## src/design/timer_compare_pkg.sv

```systemverilog
// Constants, register map and types of the compact compare-match timer.
// Assumes one clock and a plain strobe register port around the block.
// ****************************************************************
// Function
// - Clear-select high clears counter on A match; low clears on P match.
// - With clear-select low, overflow clears only when compare P is zero.
// - PWM mode ignores clear-select for choosing the clear source.
// - Two-bit mode field picks compare output, PWM or timer/counter.
// - Mode field 00 selects compare match output mode.
// - Clear-select low in compare mode raises both A and P flags.
// - Outside PWM mode, clear-select high never raises the P flag, only the A flag.
// - Clear-select high and compare A zero: overflow at 3FF, no A flag.
// - In compare mode the pin changes only on an A match with A flag, or on an enable rising edge.
// - P matches and the P flag never touch the output pin.
// - In compare mode, on A match the output-action field drives the pin low, high or toggles.
// - Output-action field zero leaves the pin unchanged.
// - Enable rising edge loads the pin with the initial level bit.
// - Compare mode clears on overflow, A match or P match.
// - Mode field 10 selects PWM output mode.
// - Mode field 11 is timer/counter: same flags, pin unused.
// - Polarity bit inverts the pin; no effect in timer/counter mode.
// ****************************************************************
package timer_compare_pkg;

   // ************************************************************
   // Bus and counter widths
   // ************************************************************
   localparam int ADDR_W     = 8;
   localparam int DATA_W     = 32;
   localparam int COUNT_W    = 10;
   localparam int CMPP_W     = 3;
   localparam int STATUS_W   = 2;

   // ************************************************************
   // Register offsets
   // ************************************************************
   localparam logic [ADDR_W-1:0] OFS_ENABLE  = 8'h00;
   localparam logic [ADDR_W-1:0] OFS_CONTROL = 8'h04;
   localparam logic [ADDR_W-1:0] OFS_CMP_A   = 8'h08;
   localparam logic [ADDR_W-1:0] OFS_CMP_P   = 8'h0c;
   localparam logic [ADDR_W-1:0] OFS_COUNT   = 8'h10;
   localparam logic [ADDR_W-1:0] OFS_STATUS  = 8'h14;
   localparam logic [ADDR_W-1:0] OFS_MASK    = 8'h18;

   // ************************************************************
   // Field positions
   // ************************************************************
   localparam int POS_TIMER_ENABLE = 0;
   localparam int POS_CLEAR_SELECT = 0;
   localparam int POS_DUTY_SWAP    = 1;
   localparam int POS_POLARITY     = 2;
   localparam int POS_INIT_LEVEL   = 3;
   localparam int POS_ACTION_LO    = 4;
   localparam int POS_MODE_LO      = 6;
   localparam int POS_FLAG_A       = 0;
   localparam int POS_FLAG_P       = 1;

   // ************************************************************
   // Reset values
   // ************************************************************
   localparam logic [7:0]          RST_CONTROL = 8'h00;
   localparam logic [COUNT_W-1:0]  RST_CMP_A   = 10'h000;
   localparam logic [CMPP_W-1:0]   RST_CMP_P   = 3'h0;
   localparam logic [STATUS_W-1:0] RST_STATUS  = 2'h0;
   localparam logic [STATUS_W-1:0] RST_MASK    = 2'h0;

   // ************************************************************
   // Modes and output actions
   // ************************************************************
   typedef enum logic [1:0]
   {
      MODE_COMPARE = 2'b00,
      MODE_SPARE   = 2'b01,
      MODE_PWM     = 2'b10,
      MODE_TIMER   = 2'b11
   } mode_type;

   typedef enum logic [1:0]
   {
      ACT_NONE   = 2'b00,
      ACT_LOW    = 2'b01,
      ACT_HIGH   = 2'b10,
      ACT_TOGGLE = 2'b11
   } action_type;

endpackage : timer_compare_pkg

```

## src/design/event_status_reg.sv

```systemverilog
// Sticky event bits with clear-on-read, set winning over clear.
// Assumes events and the read clear come from the same clock.
`timescale 1ns/1ps
module event_status_reg
#(
   parameter int WIDTH = 2
)
(
   input  wire logic             ref_clk,
   input  wire logic             reset_n,
   input  wire logic [WIDTH-1:0] setEvents,
   input  wire logic             clearAll,
   output      logic [WIDTH-1:0] status
);
   import timer_compare_pkg::*;

   logic [WIDTH-1:0] status_reg;
   logic [WIDTH-1:0] status_next;

   // ************************************************************
   // Elaboration check
   // ************************************************************
   if (WIDTH < 1)
   begin : g_bad_width
      $error("event_status_reg needs at least one bit");
   end

   // Event in the clearing cycle survives
   assign status_next = (status_reg & ~{WIDTH{clearAll}}) | setEvents;
   assign status      = status_reg;

   always_ff @(posedge ref_clk or negedge reset_n)
   begin
      if (!reset_n)
         status_reg <= '0;
      else
         status_reg <= status_next;
   end

endmodule : event_status_reg

```

## src/design/compact_timer_compare_match.sv

```systemverilog
// Compact timer core: counter, comparators A and P, output pin control.
// Assumes a register master on ref_clk; the count rate is ref_clk.
`timescale 1ns/1ps
module compact_timer_compare_match
#(
   parameter int COUNT_WIDTH = timer_compare_pkg::COUNT_W,
   parameter int CMPP_WIDTH  = timer_compare_pkg::CMPP_W
)
(
   input  wire logic                                 ref_clk,
   input  wire logic                                 reset_n,
   input  wire logic [timer_compare_pkg::ADDR_W-1:0] busAddr,
   input  wire logic [timer_compare_pkg::DATA_W-1:0] busWriteData,
   input  wire logic                                 busWrite,
   input  wire logic                                 busRead,
   output      logic [timer_compare_pkg::DATA_W-1:0] busReadData,
   output      logic                                 tmOut,
   output      logic                                 tmOutEnable,
   output      logic                                 irq
);
   import timer_compare_pkg::*;

   localparam int LOW_W = COUNT_WIDTH - CMPP_WIDTH;

   // ************************************************************
   // Elaboration check
   // ************************************************************
   if (CMPP_WIDTH < 1 || CMPP_WIDTH >= COUNT_WIDTH || COUNT_WIDTH > 16)
   begin : g_bad_widths
      $error("compare P must be narrower than the counter");
   end

   // ************************************************************
   // Register state
   // ************************************************************
   logic                   enable_reg;
   logic                   enablePrev_reg;
   logic [7:0]             control_reg;
   logic [COUNT_WIDTH-1:0] cmpA_reg;
   logic [CMPP_WIDTH-1:0]  cmpP_reg;
   logic [STATUS_W-1:0]    mask_reg;
   logic [COUNT_WIDTH-1:0] count_reg;
   logic [COUNT_WIDTH-1:0] count_next;
   logic                   outLevel_reg;
   logic                   outLevel_next;
   logic                   tmOut_reg;
   logic [DATA_W-1:0]      readData_reg;
   logic [DATA_W-1:0]      readData_next;
   logic [STATUS_W-1:0]    status;

   // ************************************************************
   // Register decode
   // ************************************************************
   wire hitEnable  = busAddr == OFS_ENABLE;
   wire hitControl = busAddr == OFS_CONTROL;
   wire hitCmpA    = busAddr == OFS_CMP_A;
   wire hitCmpP    = busAddr == OFS_CMP_P;
   wire hitCount   = busAddr == OFS_COUNT;
   wire hitStatus  = busAddr == OFS_STATUS;
   wire hitMask    = busAddr == OFS_MASK;
   wire statusRead = busRead && hitStatus;

   // ************************************************************
   // Control fields
   // ************************************************************
   wire        clearSelect = control_reg[POS_CLEAR_SELECT];
   wire        dutySwap    = control_reg[POS_DUTY_SWAP];
   wire        polarity    = control_reg[POS_POLARITY];
   wire        initLevel   = control_reg[POS_INIT_LEVEL];
   wire [1:0]  actionBits  = control_reg[POS_ACTION_LO +: 2];
   wire [1:0]  modeBits    = control_reg[POS_MODE_LO +: 2];

   mode_type   mode;
   action_type action;
   assign mode   = mode_type'(modeBits);
   assign action = action_type'(actionBits);

   // Spare code 01 behaves as timer/counter, pin idle
   wire modeCompare = mode == MODE_COMPARE;
   wire modePwm     = mode == MODE_PWM;
   wire modeTimer   = !modeCompare && !modePwm;

   // ************************************************************
   // Counter and comparators
   // ************************************************************
   wire enableRise = enable_reg && !enablePrev_reg;
   wire running    = enable_reg && !enableRise;

   wire [COUNT_WIDTH-1:0] countMax  = {COUNT_WIDTH{1'b1}};
   wire [COUNT_WIDTH-1:0] pTop      = {cmpP_reg, {LOW_W{1'b0}}};
   // Zero P value wraps past the top: period is the full range
   wire [COUNT_WIDTH-1:0] pLast     = COUNT_WIDTH'(pTop - 1'b1);
   wire cmpAZero = cmpA_reg == '0;
   wire cmpPZero = cmpP_reg == '0;

   // A match is blocked at zero so a cleared counter is no match
   wire matchA   = running && !cmpAZero && count_reg == cmpA_reg;
   wire overflow = running && count_reg == countMax;
   wire matchP   = running && count_reg == pLast;

   // PWM picks its period register by the swap bit
   wire useAClear = modePwm ? dutySwap : clearSelect;
   // P path covers overflow when P is zero; A path wraps at top
   wire counterClear = useAClear ? matchA : matchP;

   wire eventA = matchA;
   wire eventP = matchP && (modePwm || !clearSelect);

   always_comb
   begin
      if (enableRise)
         count_next = '0;
      else if (!running)
         count_next = count_reg;
      else if (counterClear)
         count_next = '0;
      else
         count_next = COUNT_WIDTH'(count_reg + 1'b1);
   end

   // ************************************************************
   // Output pin
   // ************************************************************
   wire pinChange = modeCompare && eventA;

   always_comb
   begin
      outLevel_next = outLevel_reg;
      if (enableRise)
         outLevel_next = initLevel;
      else if (pinChange)
      begin
         case (action)
            ACT_NONE:   outLevel_next = outLevel_reg;
            ACT_LOW:    outLevel_next = 1'b0;
            ACT_HIGH:   outLevel_next = 1'b1;
            ACT_TOGGLE: outLevel_next = !outLevel_reg;
            default:    outLevel_next = outLevel_reg;
         endcase
      end
   end

   // ************************************************************
   // Interrupt status
   // ************************************************************
   logic [STATUS_W-1:0] setEvents;
   assign setEvents[POS_FLAG_A] = eventA;
   assign setEvents[POS_FLAG_P] = eventP;

   event_status_reg
   #(
      .WIDTH     (STATUS_W)
   )
   u_status
   (
      .ref_clk   (ref_clk),
      .reset_n   (reset_n),
      .setEvents (setEvents),
      .clearAll  (statusRead),
      .status    (status)
   );

   assign irq = |(status & mask_reg);

   // ************************************************************
   // Read mux
   // ************************************************************
   always_comb
   begin
      readData_next = '0;
      if (busRead)
      begin
         if (hitEnable)
            readData_next[POS_TIMER_ENABLE] = enable_reg;
         else if (hitControl)
            readData_next[7:0] = control_reg;
         else if (hitCmpA)
            readData_next[COUNT_WIDTH-1:0] = cmpA_reg;
         else if (hitCmpP)
            readData_next[CMPP_WIDTH-1:0] = cmpP_reg;
         else if (hitCount)
            readData_next[COUNT_WIDTH-1:0] = count_reg;
         else if (hitStatus)
            readData_next[STATUS_W-1:0] = status;
         else if (hitMask)
            readData_next[STATUS_W-1:0] = mask_reg;
      end
   end

   // ************************************************************
   // Registers
   // ************************************************************
   always_ff @(posedge ref_clk or negedge reset_n)
   begin
      if (!reset_n)
      begin
         enable_reg  <= 1'b0;
         control_reg <= RST_CONTROL;
         cmpA_reg    <= RST_CMP_A;
         cmpP_reg    <= RST_CMP_P;
         mask_reg    <= RST_MASK;
      end
      else if (busWrite)
      begin
         if (hitEnable)
            enable_reg <= busWriteData[POS_TIMER_ENABLE];
         if (hitControl)
            control_reg <= busWriteData[7:0];
         if (hitCmpA)
            cmpA_reg <= busWriteData[COUNT_WIDTH-1:0];
         if (hitCmpP)
            cmpP_reg <= busWriteData[CMPP_WIDTH-1:0];
         if (hitMask)
            mask_reg <= busWriteData[STATUS_W-1:0];
      end
   end

   always_ff @(posedge ref_clk or negedge reset_n)
   begin
      if (!reset_n)
      begin
         enablePrev_reg <= 1'b0;
         count_reg      <= '0;
         outLevel_reg   <= 1'b0;
         tmOut_reg      <= 1'b0;
         readData_reg   <= '0;
      end
      else
      begin
         enablePrev_reg <= enable_reg;
         count_reg      <= count_next;
         outLevel_reg   <= outLevel_next;
         // Polarity takes effect one cycle late, glitch free
         tmOut_reg      <= outLevel_next ^ polarity;
         readData_reg   <= readData_next;
      end
   end

   assign busReadData = readData_reg;
   assign tmOut       = tmOut_reg;
   // Pin released in timer/counter mode, so polarity is moot there
   assign tmOutEnable = !modeTimer;
endmodule : compact_timer_compare_match

```

## config.mk

```make
export PLATFORM = sky130hd
export DESIGN_NAME = compact_timer_compare_match
export DESIGN_NICKNAME = d
export VERILOG_FILES = /design/src/design/timer_compare_pkg.sv /design/src/design/event_status_reg.sv /design/src/design/compact_timer_compare_match.sv
export SDC_FILE = /design/constraint.sdc
export NUM_CORES = 1
export LEC_CHECK = 0
export BUFFER_PORTS_ARGS = -buffer_cell sky130_fd_sc_hd__buf_4
export CAP_MARGIN = 20
export CORE_ASPECT_RATIO = 0.5
export CORE_MARGIN = 1.5
export CORE_UTILIZATION = 40
export DETAILED_ROUTE_END_ITERATION = 8
export GPL_ROUTABILITY_DRIVEN = 0
export HOLD_SLACK_MARGIN = 0.05
export PLACE_DENSITY = 0.73
export SYNTH_ARGS = -nofsm -noshare
export SYNTH_HDL_FRONTEND = slang
export SYNTH_SLANG_ARGS = --single-unit
```

## constraint.sdc

```tcl
create_clock -name ref_clk -period 4.6 [get_ports ref_clk]
set_input_delay 0.92 -clock ref_clk [delete_from_list [all_inputs] [get_ports ref_clk]]
set_output_delay 0.92 -clock ref_clk [all_outputs]
set_load 0.01 [all_outputs]
```

After elaboration in Yosys (flattened, before gate mapping). Index checks and enable logic that the tools add are counted.

Register bits after elaboration: 49. Memories kept: 0. Bits in read-only memories: 0. Memory bits (writable): 0. Latch bits: 0. Output and inout bits: 35.

Mux-type cells: 20. Equality and inequality tests: 12. Div/mod/pow operators: 0. Shift-type cells: 0. Bitwise logic cells: 5. Add/subtract/negate cells: 2. $mul: 0. Reductions and logical operators: 29. Magnitude comparators: 0.

Operators by type and width (count): $mux 10 (5); $eq 8x5->1 const B (3); $eq 10x10->1 (2); $eq 8x4->1 const B (2); $mux 8 (2); $add 10x1->10 const B (1); $logic_not 10->1 (1); $reduce_and 2->1 (5); $sub 10x1->10 const B (1); $logic_and 1x1->1 (9); $mux 9 (1); $eq 8x3->1 const B (1); $logic_not 1->1 (8); $logic_not 8->1 (1); $mux 2 (4); $mux 7 (1); $eq 2x2->1 const B (3); $mux 1 (5); $and 2x2->2 (2); $logic_not 2->1 (2); $pmux 1 s4 (1); $mux 3 (1); $eq 2x1->1 const B (1); $not 2->2 (1); 5 further kinds (5).

Depth between registers and ports, before layout. Gate-level depths: netlist of run 1.

Depth after elaboration: 10. Depth in mapped cells: 8. Depth with buffers taken out: 8.

By module. From an unflattened synthesis of run 1, not the netlist that was laid out.

Cell total of the unflattened synthesis: 255. Area, all modules: 2678.8 µm².

By module, submodules not included: compact_timer_compare_match (seq. area each 1176.1 µm², instances 1, cells an instance 250, area an instance 2610.0 µm²); event_status_reg (seq. area each 50.0 µm², instances 1, cells an instance 5, area an instance 68.8 µm²).

Worst setup path after synthesis of run 1. No wires, ideal clock.

Path type: input to register. Start point: in busAddr[7] (netlist bit). End point: reg control_reg[0]. Setup slack: 2.185 ns. Data required time: 4.475 ns. Arrival: 2.290 ns. Library setup time: 0.125 ns. Stages: 5. Path buffers: 1. Path through: or4_1 nor2b_1 buf_2 nand2_1 mux2_2.

Longest elaborated chain between the ends: 2.

Ends and longest elaborated chain: start, declared (line compact_timer_compare_match.sv:12) `input wire logic [timer_compare_pkg::ADDR_W-1:0] busAddr,`; $eq 8x3->1 (line compact_timer_compare_match.sv:55) `wire hitControl = busAddr == OFS_CONTROL;`; $reduce_and 2->1 (no source line); end signal, assigned (line compact_timer_compare_match.sv:208) `control_reg <= busWriteData[7:0];`; end, declared (line compact_timer_compare_match.sv:38) `logic [7:0] control_reg;`.

No other way between the ends. A chain may end at the register's enable or synchronous reset.

Worst setup path after layout of run 1.
Start point: in busAddr[7] (netlist bit). End point: reg cmpA_reg[9].

Longest elaborated chain between the ends: 2.

Ends and longest elaborated chain: $eq 8x4->1 (line compact_timer_compare_match.sv:56) `wire hitCmpA = busAddr == OFS_CMP_A;`; $reduce_and 2->1 (no source line); end signal, assigned (line compact_timer_compare_match.sv:210) `cmpA_reg <= busWriteData[COUNT_WIDTH-1:0];`; end, declared (line compact_timer_compare_match.sv:39) `logic [COUNT_WIDTH-1:0] cmpA_reg;`.

No other way between the ends.

==> impl_metrics.ini, run 1 <==
[timing]
fin_worst_skew_ns = 0.004213
worstMarginPinSlew_ns = 0.8090
finalHoldViolations = 0
relSlewSlack_pct = 45.30
min_period_over_period_pct = 62.03
timing.fmax_ghz = 0.3504
fin_crit_ns = 2.853
tns_ns = 0
setup_slack_ns = 1.747
finalMaxSlewViolations = 0
setup_violations = 0
rsz0062_at_grt = no
whs_ns = 0.5212

[setup_path]
arrival_ns = 3.02
cp.required_ns = 4.77
path_max_fanout = 10
end_kind = flip-flop
cp-start-kind = primary input
critPathKind = primary input to flip-flop

[grt]
grt_use_total_pct = 16.81
grt-ovfl-total = 0
grt_max_degree = 50
grt_pass1_vias = 1850
grt_antenna_before_repair = 0
grt_first_pass_wirelength_um = 9439

[final_layout]
instances_no_fill = 375
layout_commonest_cell = dfrtp_1
final_area_um2 = 3092
final_layout_size_suffix_gt1_share_pct = 27.53
area_growth_pct = 13.71
nets = 333
diodes = 0
final_util_pct = 49.03
layout_common_cells = dfrtp_1, buf_4, mux2_2

[logic_synthesis]
synth_area_per_cell_um2 = 10.66
ys_ff_latch = 49
synthDistinctLibCells = 51
synth_edf_count = 0
yosysSeqAreaShare_pct = 45.10
yosys_warnings = 0
synth_flop_cell = dfrtp_1
synthCells = 255
synthArstFlopShare_pct = 100.0
synth_area_um2 = 2719

[floorplan]
core_um2 = 6306
rows = 20
die_w_um = 119.6
die_area_um2 = 7331
start_util_pct = 43.12
die_h_um = 61.30
ios = 79

[clock_network]
post_cts_buffers = 0
cts_sinks = 49
cts_buffers = 5
post_cts_resized = 0
cts_root_buffer = clkbuf_16
cts_hold_buf = 0
clkTransAtPathRegs_ns = 0.06
clkLatencyLatePin_ns = 0.29
cts.htree.levels = 2
cts_tree = built
clockBufferDepth = 2

[route]
vias = 2015
wl_per_cell_um = 15.73
wl_um = 5897
drt-initial-drc-count = 267
drcViolationCount = 0
dr.pass1.iters = 4
vias_per_cell = 5.373
drtAntennaViolNets = 0

[power_and_ir_drop]
ir_drop_mv = 0.1440
power_mw = 0.9142
p_per_area_nw_per_um2 = 295.7
leakagePower_nw = 1.470

[placed_design]
preCtsSetupSlack_ns = 1.482
dp.cells = 368
placed_cell_area_um2 = 2949
place_hpwl_um = 4388
io_buffers = 34

[hold_path]
hold_class = flip-flop to flip-flop

[status]
status = complete, no violations

[run]
max_cap_violations = 0
## worst max-delay path: stages
cell and delay (ns):
buf_4 0.11, or4_1 0.61, nor2b_1 0.64, nand2_2 0.36, mux2_2 0.37
## kinds of logic (layout without fill, tap and decap cells)
kind of cell | after synthesis | after routing | share of synthesized area [%]
AO/OA/AOI/OAI | 46 | 46 | 12.47
adder cells (fa/ha/maj) | 2 | 2 | 0.9202
multiplexers | 29 | 29 | 11.87
AND/OR/NAND/NOR | 75 | 75 | 15.28
other | 1 | 22 | 0.1379
XOR/XNOR | 15 | 15 | 5.108
flip-flops | 49 | 49 | 45.10
buffers and inverters | 38 | 49 | 9.112
## layer usage
layer	up-vias	track usage, %	share of wire [%]
met5	-	0	0
met1	992	23.49	48
met3	7	3.704	7.8
met4	0	5.952	0.85
li1	931	-	-
met2	85	26.44	44
## power breakdown
group,internal (mW),leakage [nW],switching (mW),total [mW]
logic,0.0414,0.730,0.0525,0.0939
registers,0.445,0.670,0.0174,0.462
clock network,0.213,0.0700,0.145,0.358
## synth_stat cells (2+ instances only)
cell type / n / share of area, %
o31ai_2: 2 / 0.92
and3_1: 4 / 0.92
ha_1: 2 / 0.92
xnor2_1: 7 / 2.3
nand4_1: 4 / 0.92
mux2_2: 26 / 11
a22o_1: 3 / 0.97
nor2b_1: 3 / 0.69
nand2b_1: 5 / 1.2
nand2_1: 18 / 2.5
a22oi_1: 8 / 2.2
buf_2: 6 / 1.1
a21o_1: 4 / 1.1
inv_1: 7 / 0.97
dfrtp_1: 49 / 45
nor4b_1: 3 / 0.97
nor2_1: 9 / 1.2
nand3_1: 12 / 2.2
buf_4: 22 / 6.1
nor4_1: 2 / 0.46
o21ai_0: 4 / 0.74
a21oi_1: 10 / 1.8
nor3_1: 6 / 1.1
xor2_1: 7 / 2.3
buf_6: 2 / 0.83
mux2i_1: 3 / 1.1
nand2_2: 2 / 0.46
a31oi_1: 2 / 0.46
## path summary, 6_finish.rpt
path | startpoint | end | slack (ns) | depth (start not counted)
hold / removal | u_status.status[1] | u_status.status[1] | 0.52 | 2
hold reg to reg | u_status.status[1] | u_status.status[1] | 0.52 | 2
max in group asynchronous | reset_n | cmpP_reg[1] | 3.54 | 1
setup / recovery | busAddr[7] | cmpA_reg[9] | 1.75 | 5
min in group asynchronous | reset_n | busReadData[3] | 0.63 | 1
setup reg to reg | cmpP_reg[0] | count_reg[3] | 2.32 | 8
## cell type report
type                       instances  area (µm²)
fill                             575        3214
multi-input combinational        189        1324
sequential                        49        1226
timing repair buffer              35       262.8
clock buffer                       7       142.6
tap                               88       110.1
inverter                           7       26.28
(Power assumes the default switching activity.)
==> inputs of run 2 (changes only) <==
--- a/config.mk
+++ b/config.mk
@@ -13,7 +13,7 @@
 export DETAILED_ROUTE_END_ITERATION = 8
 export GPL_ROUTABILITY_DRIVEN = 0
 export HOLD_SLACK_MARGIN = 0.05
-export PLACE_DENSITY = 0.73
+export PLACE_DENSITY = 0.76
 export SYNTH_ARGS = -nofsm -noshare
 export SYNTH_HDL_FRONTEND = slang
 export SYNTH_SLANG_ARGS = --single-unit
==> constraint.sdc (replaced) <==
create_clock -name ref_clk -period 2.3 [get_ports ref_clk]
set_input_delay 0.46 -clock ref_clk [delete_from_list [all_inputs] [get_ports ref_clk]]
set_output_delay 0.46 -clock ref_clk [all_outputs]
set_load 0.01 [all_outputs]
==> run 2 against run 1 <==
  * Sequential power up 99%
  * Core utilization up 2.4 points
  * Wire length up 10%
  * Critical path depth up 3
  * Register-to-register slack worse by 2.2 ns
  * Global-route usage up 1.6 points
==> impl_metrics.ini, run 2 (synthesis results as in run 1) <==
[timing]
relSlewSlack_pct = 59.95
finalHoldViolations = 0
min_period_over_period_pct = 96.28
setup_violations = 0
timing.fmax_ghz = 0.4516
finalMaxSlewViolations = 0
fin_worst_skew_ns = 0.006029
rsz0062_at_grt = no
tns_ns = 0
setup_slack_ns = 0.08547
fin_crit_ns = 2.215
worstMarginPinSlew_ns = 0.6008

[final_layout]
layout_commonest_cell = buf_4
nets = 350
final_layout_size_suffix_gt1_share_pct = 32.13
diodes = 0
area_growth_pct = 19.28
layout_common_cells = buf_4, dfrtp_1, mux2_2

[grt]
grt_max_degree = 50
grt_use_total_pct = 18.42
grt-ovfl-total = 0
grt_antenna_before_repair = 0
grt_pass1_vias = 2028
grt_first_pass_wirelength_um = 10280

[setup_path]
end_kind = flip-flop
cp.required_ns = 2.49
arrival_ns = 2.40
critPathKind = flip-flop to flip-flop
cp-start-kind = flip-flop
path_max_fanout = 7

[clock_network]
cts_sinks = 49
cts.htree.levels = 2
clkLatencyLatePin_ns = 0.29
cts_root_buffer = clkbuf_16
clockBufferDepth = 2
cts_tree = built
clkTransAtPathRegs_ns = 0.07
cts_buffers = 5
cts_hold_buf = 0

[floorplan]
rows = 20
die_w_um = 119.6
core_um2 = 6306
die_h_um = 61.30
start_util_pct = 43.12
ios = 79
die_area_um2 = 7331

[power_and_ir_drop]
power_frac_seq_pct = 48.3
switchingPower_mw = 0.4592
p_per_area_nw_per_um2 = 587.3
swShare_pct = 24.11
ir_drop_mv = 0.2752
p_int_mw = 1.445
leakagePower_nw = 1.573
power_frac_clock_pct = 40.3
pwr-share-comb_pct = 11.4
power_mw = 1.905

[route]
drcViolationCount = 0
wl_um = 6508
vias = 2182
drt-initial-drc-count = 290
drtAntennaViolNets = 0
wl_per_cell_um = 16.56
dr.pass1.iters = 5
vias_per_cell = 5.552

[placed_design]
io_buffers = 34
preCtsSetupSlack_ns = 0.1102
place_hpwl_um = 4739

[run]
max_cap_violations = 0

[status]
status = complete, no violations

[hold_path]
hold_class = primary input to asynchronous set/reset pin
## run 2: cell types whose count changed in the layout (fill, tap and decap cells not counted), sizes merged
cell / before / now
buf: 35 / 52
clkinv: 0 / 1
## run 2: final timing paths
check / slack, ns / startpoint / end / cells past startpoint
max: 0.09 / cmpP_reg[1] / count_reg[8] / 8
min: 0.18 / reset_n / count_reg[8] / 1
max reg2reg: 0.09 / cmpP_reg[1] / count_reg[8] / 8
min reg2reg: 0.52 / u_status.status[1] / u_status.status[1] / 2
max in group asynchronous: 1.71 / reset_n / control_reg[1] / 1
min in group ref_clk: 0.40 / busWriteData[9] / cmpA_reg[9] / 2
## run 2: worst max-delay path: stages, from the launching register on
cell,delay [ns]
dfrtp_1,0.36
inv_1,0.06
ha_1,0.28
xnor2_1,0.15
a2111oi_2,0.42
a41oi_1,0.26
o31a_2,0.24
a21o_1,0.18
a21o_1,0.17
## run 2: power by group through the flow
stage / sequential, mW / combinational (mW) / clock [mW]
6_report: 0.919 / 0.217 / 0.768
5_1_grt: 0.922 / 0.239 / 0.812
4_1_cts: 0.919 / 0.214 / 0.777
3_5_place_dp: 0.935 / 0.210 / 0
3_3_place_gp: 0.933 / 0.203 / 0
2_1_floorplan: 0.927 / 0.142 / 0
## run 2: layout make-up
type | instances | area (µm²)
clock inverters | 1 | 5.005
well taps | 88 | 110.1
inverters | 7 | 26.28
clock buffers | 7 | 152.6
flip-flops and latches | 49 | 1226
fillers | 562 | 3063
multi-input cells | 189 | 1333
repair buffers | 52 | 390.4
## run 2: per-layer routing
| metal | GRT usage [%] | wire [µm] | up-vias |
|---|---|---|---|
| li1 | - | - | 967 |
| met1 | 24.99 | 2824 | 1041 |
| met3 | 5.833 | 694 | 18 |
| met5 | 0 | 0 | - |
| met4 | 6.122 | 117 | 0 |
| met2 | 28.65 | 2871 | 156 |
## run 2: repair_timing
item / 4_1_cts / 5_1_grt
endpoints found under the setup margin: 0 / 1
gates resized for setup: 0 / 1
buffers inserted: 0 / 0
## run 2: through the flow
step / cell area, µm² / hold slack [ns] / std cells / util, %
after floorplan: 2798 / 0.1644 / 276 / -
after global placement: 3077 / 0.4962 / 385 / 48.79
after detailed placement: 3077 / 0.5076 / 385 / 48.79
after CTS: 3234 / 0.2072 / 393 / 51.29
after global routing: 3243 / 0.2346 / 393 / 51.43
final: 3243 / 0.1816 / 393 / 51.43
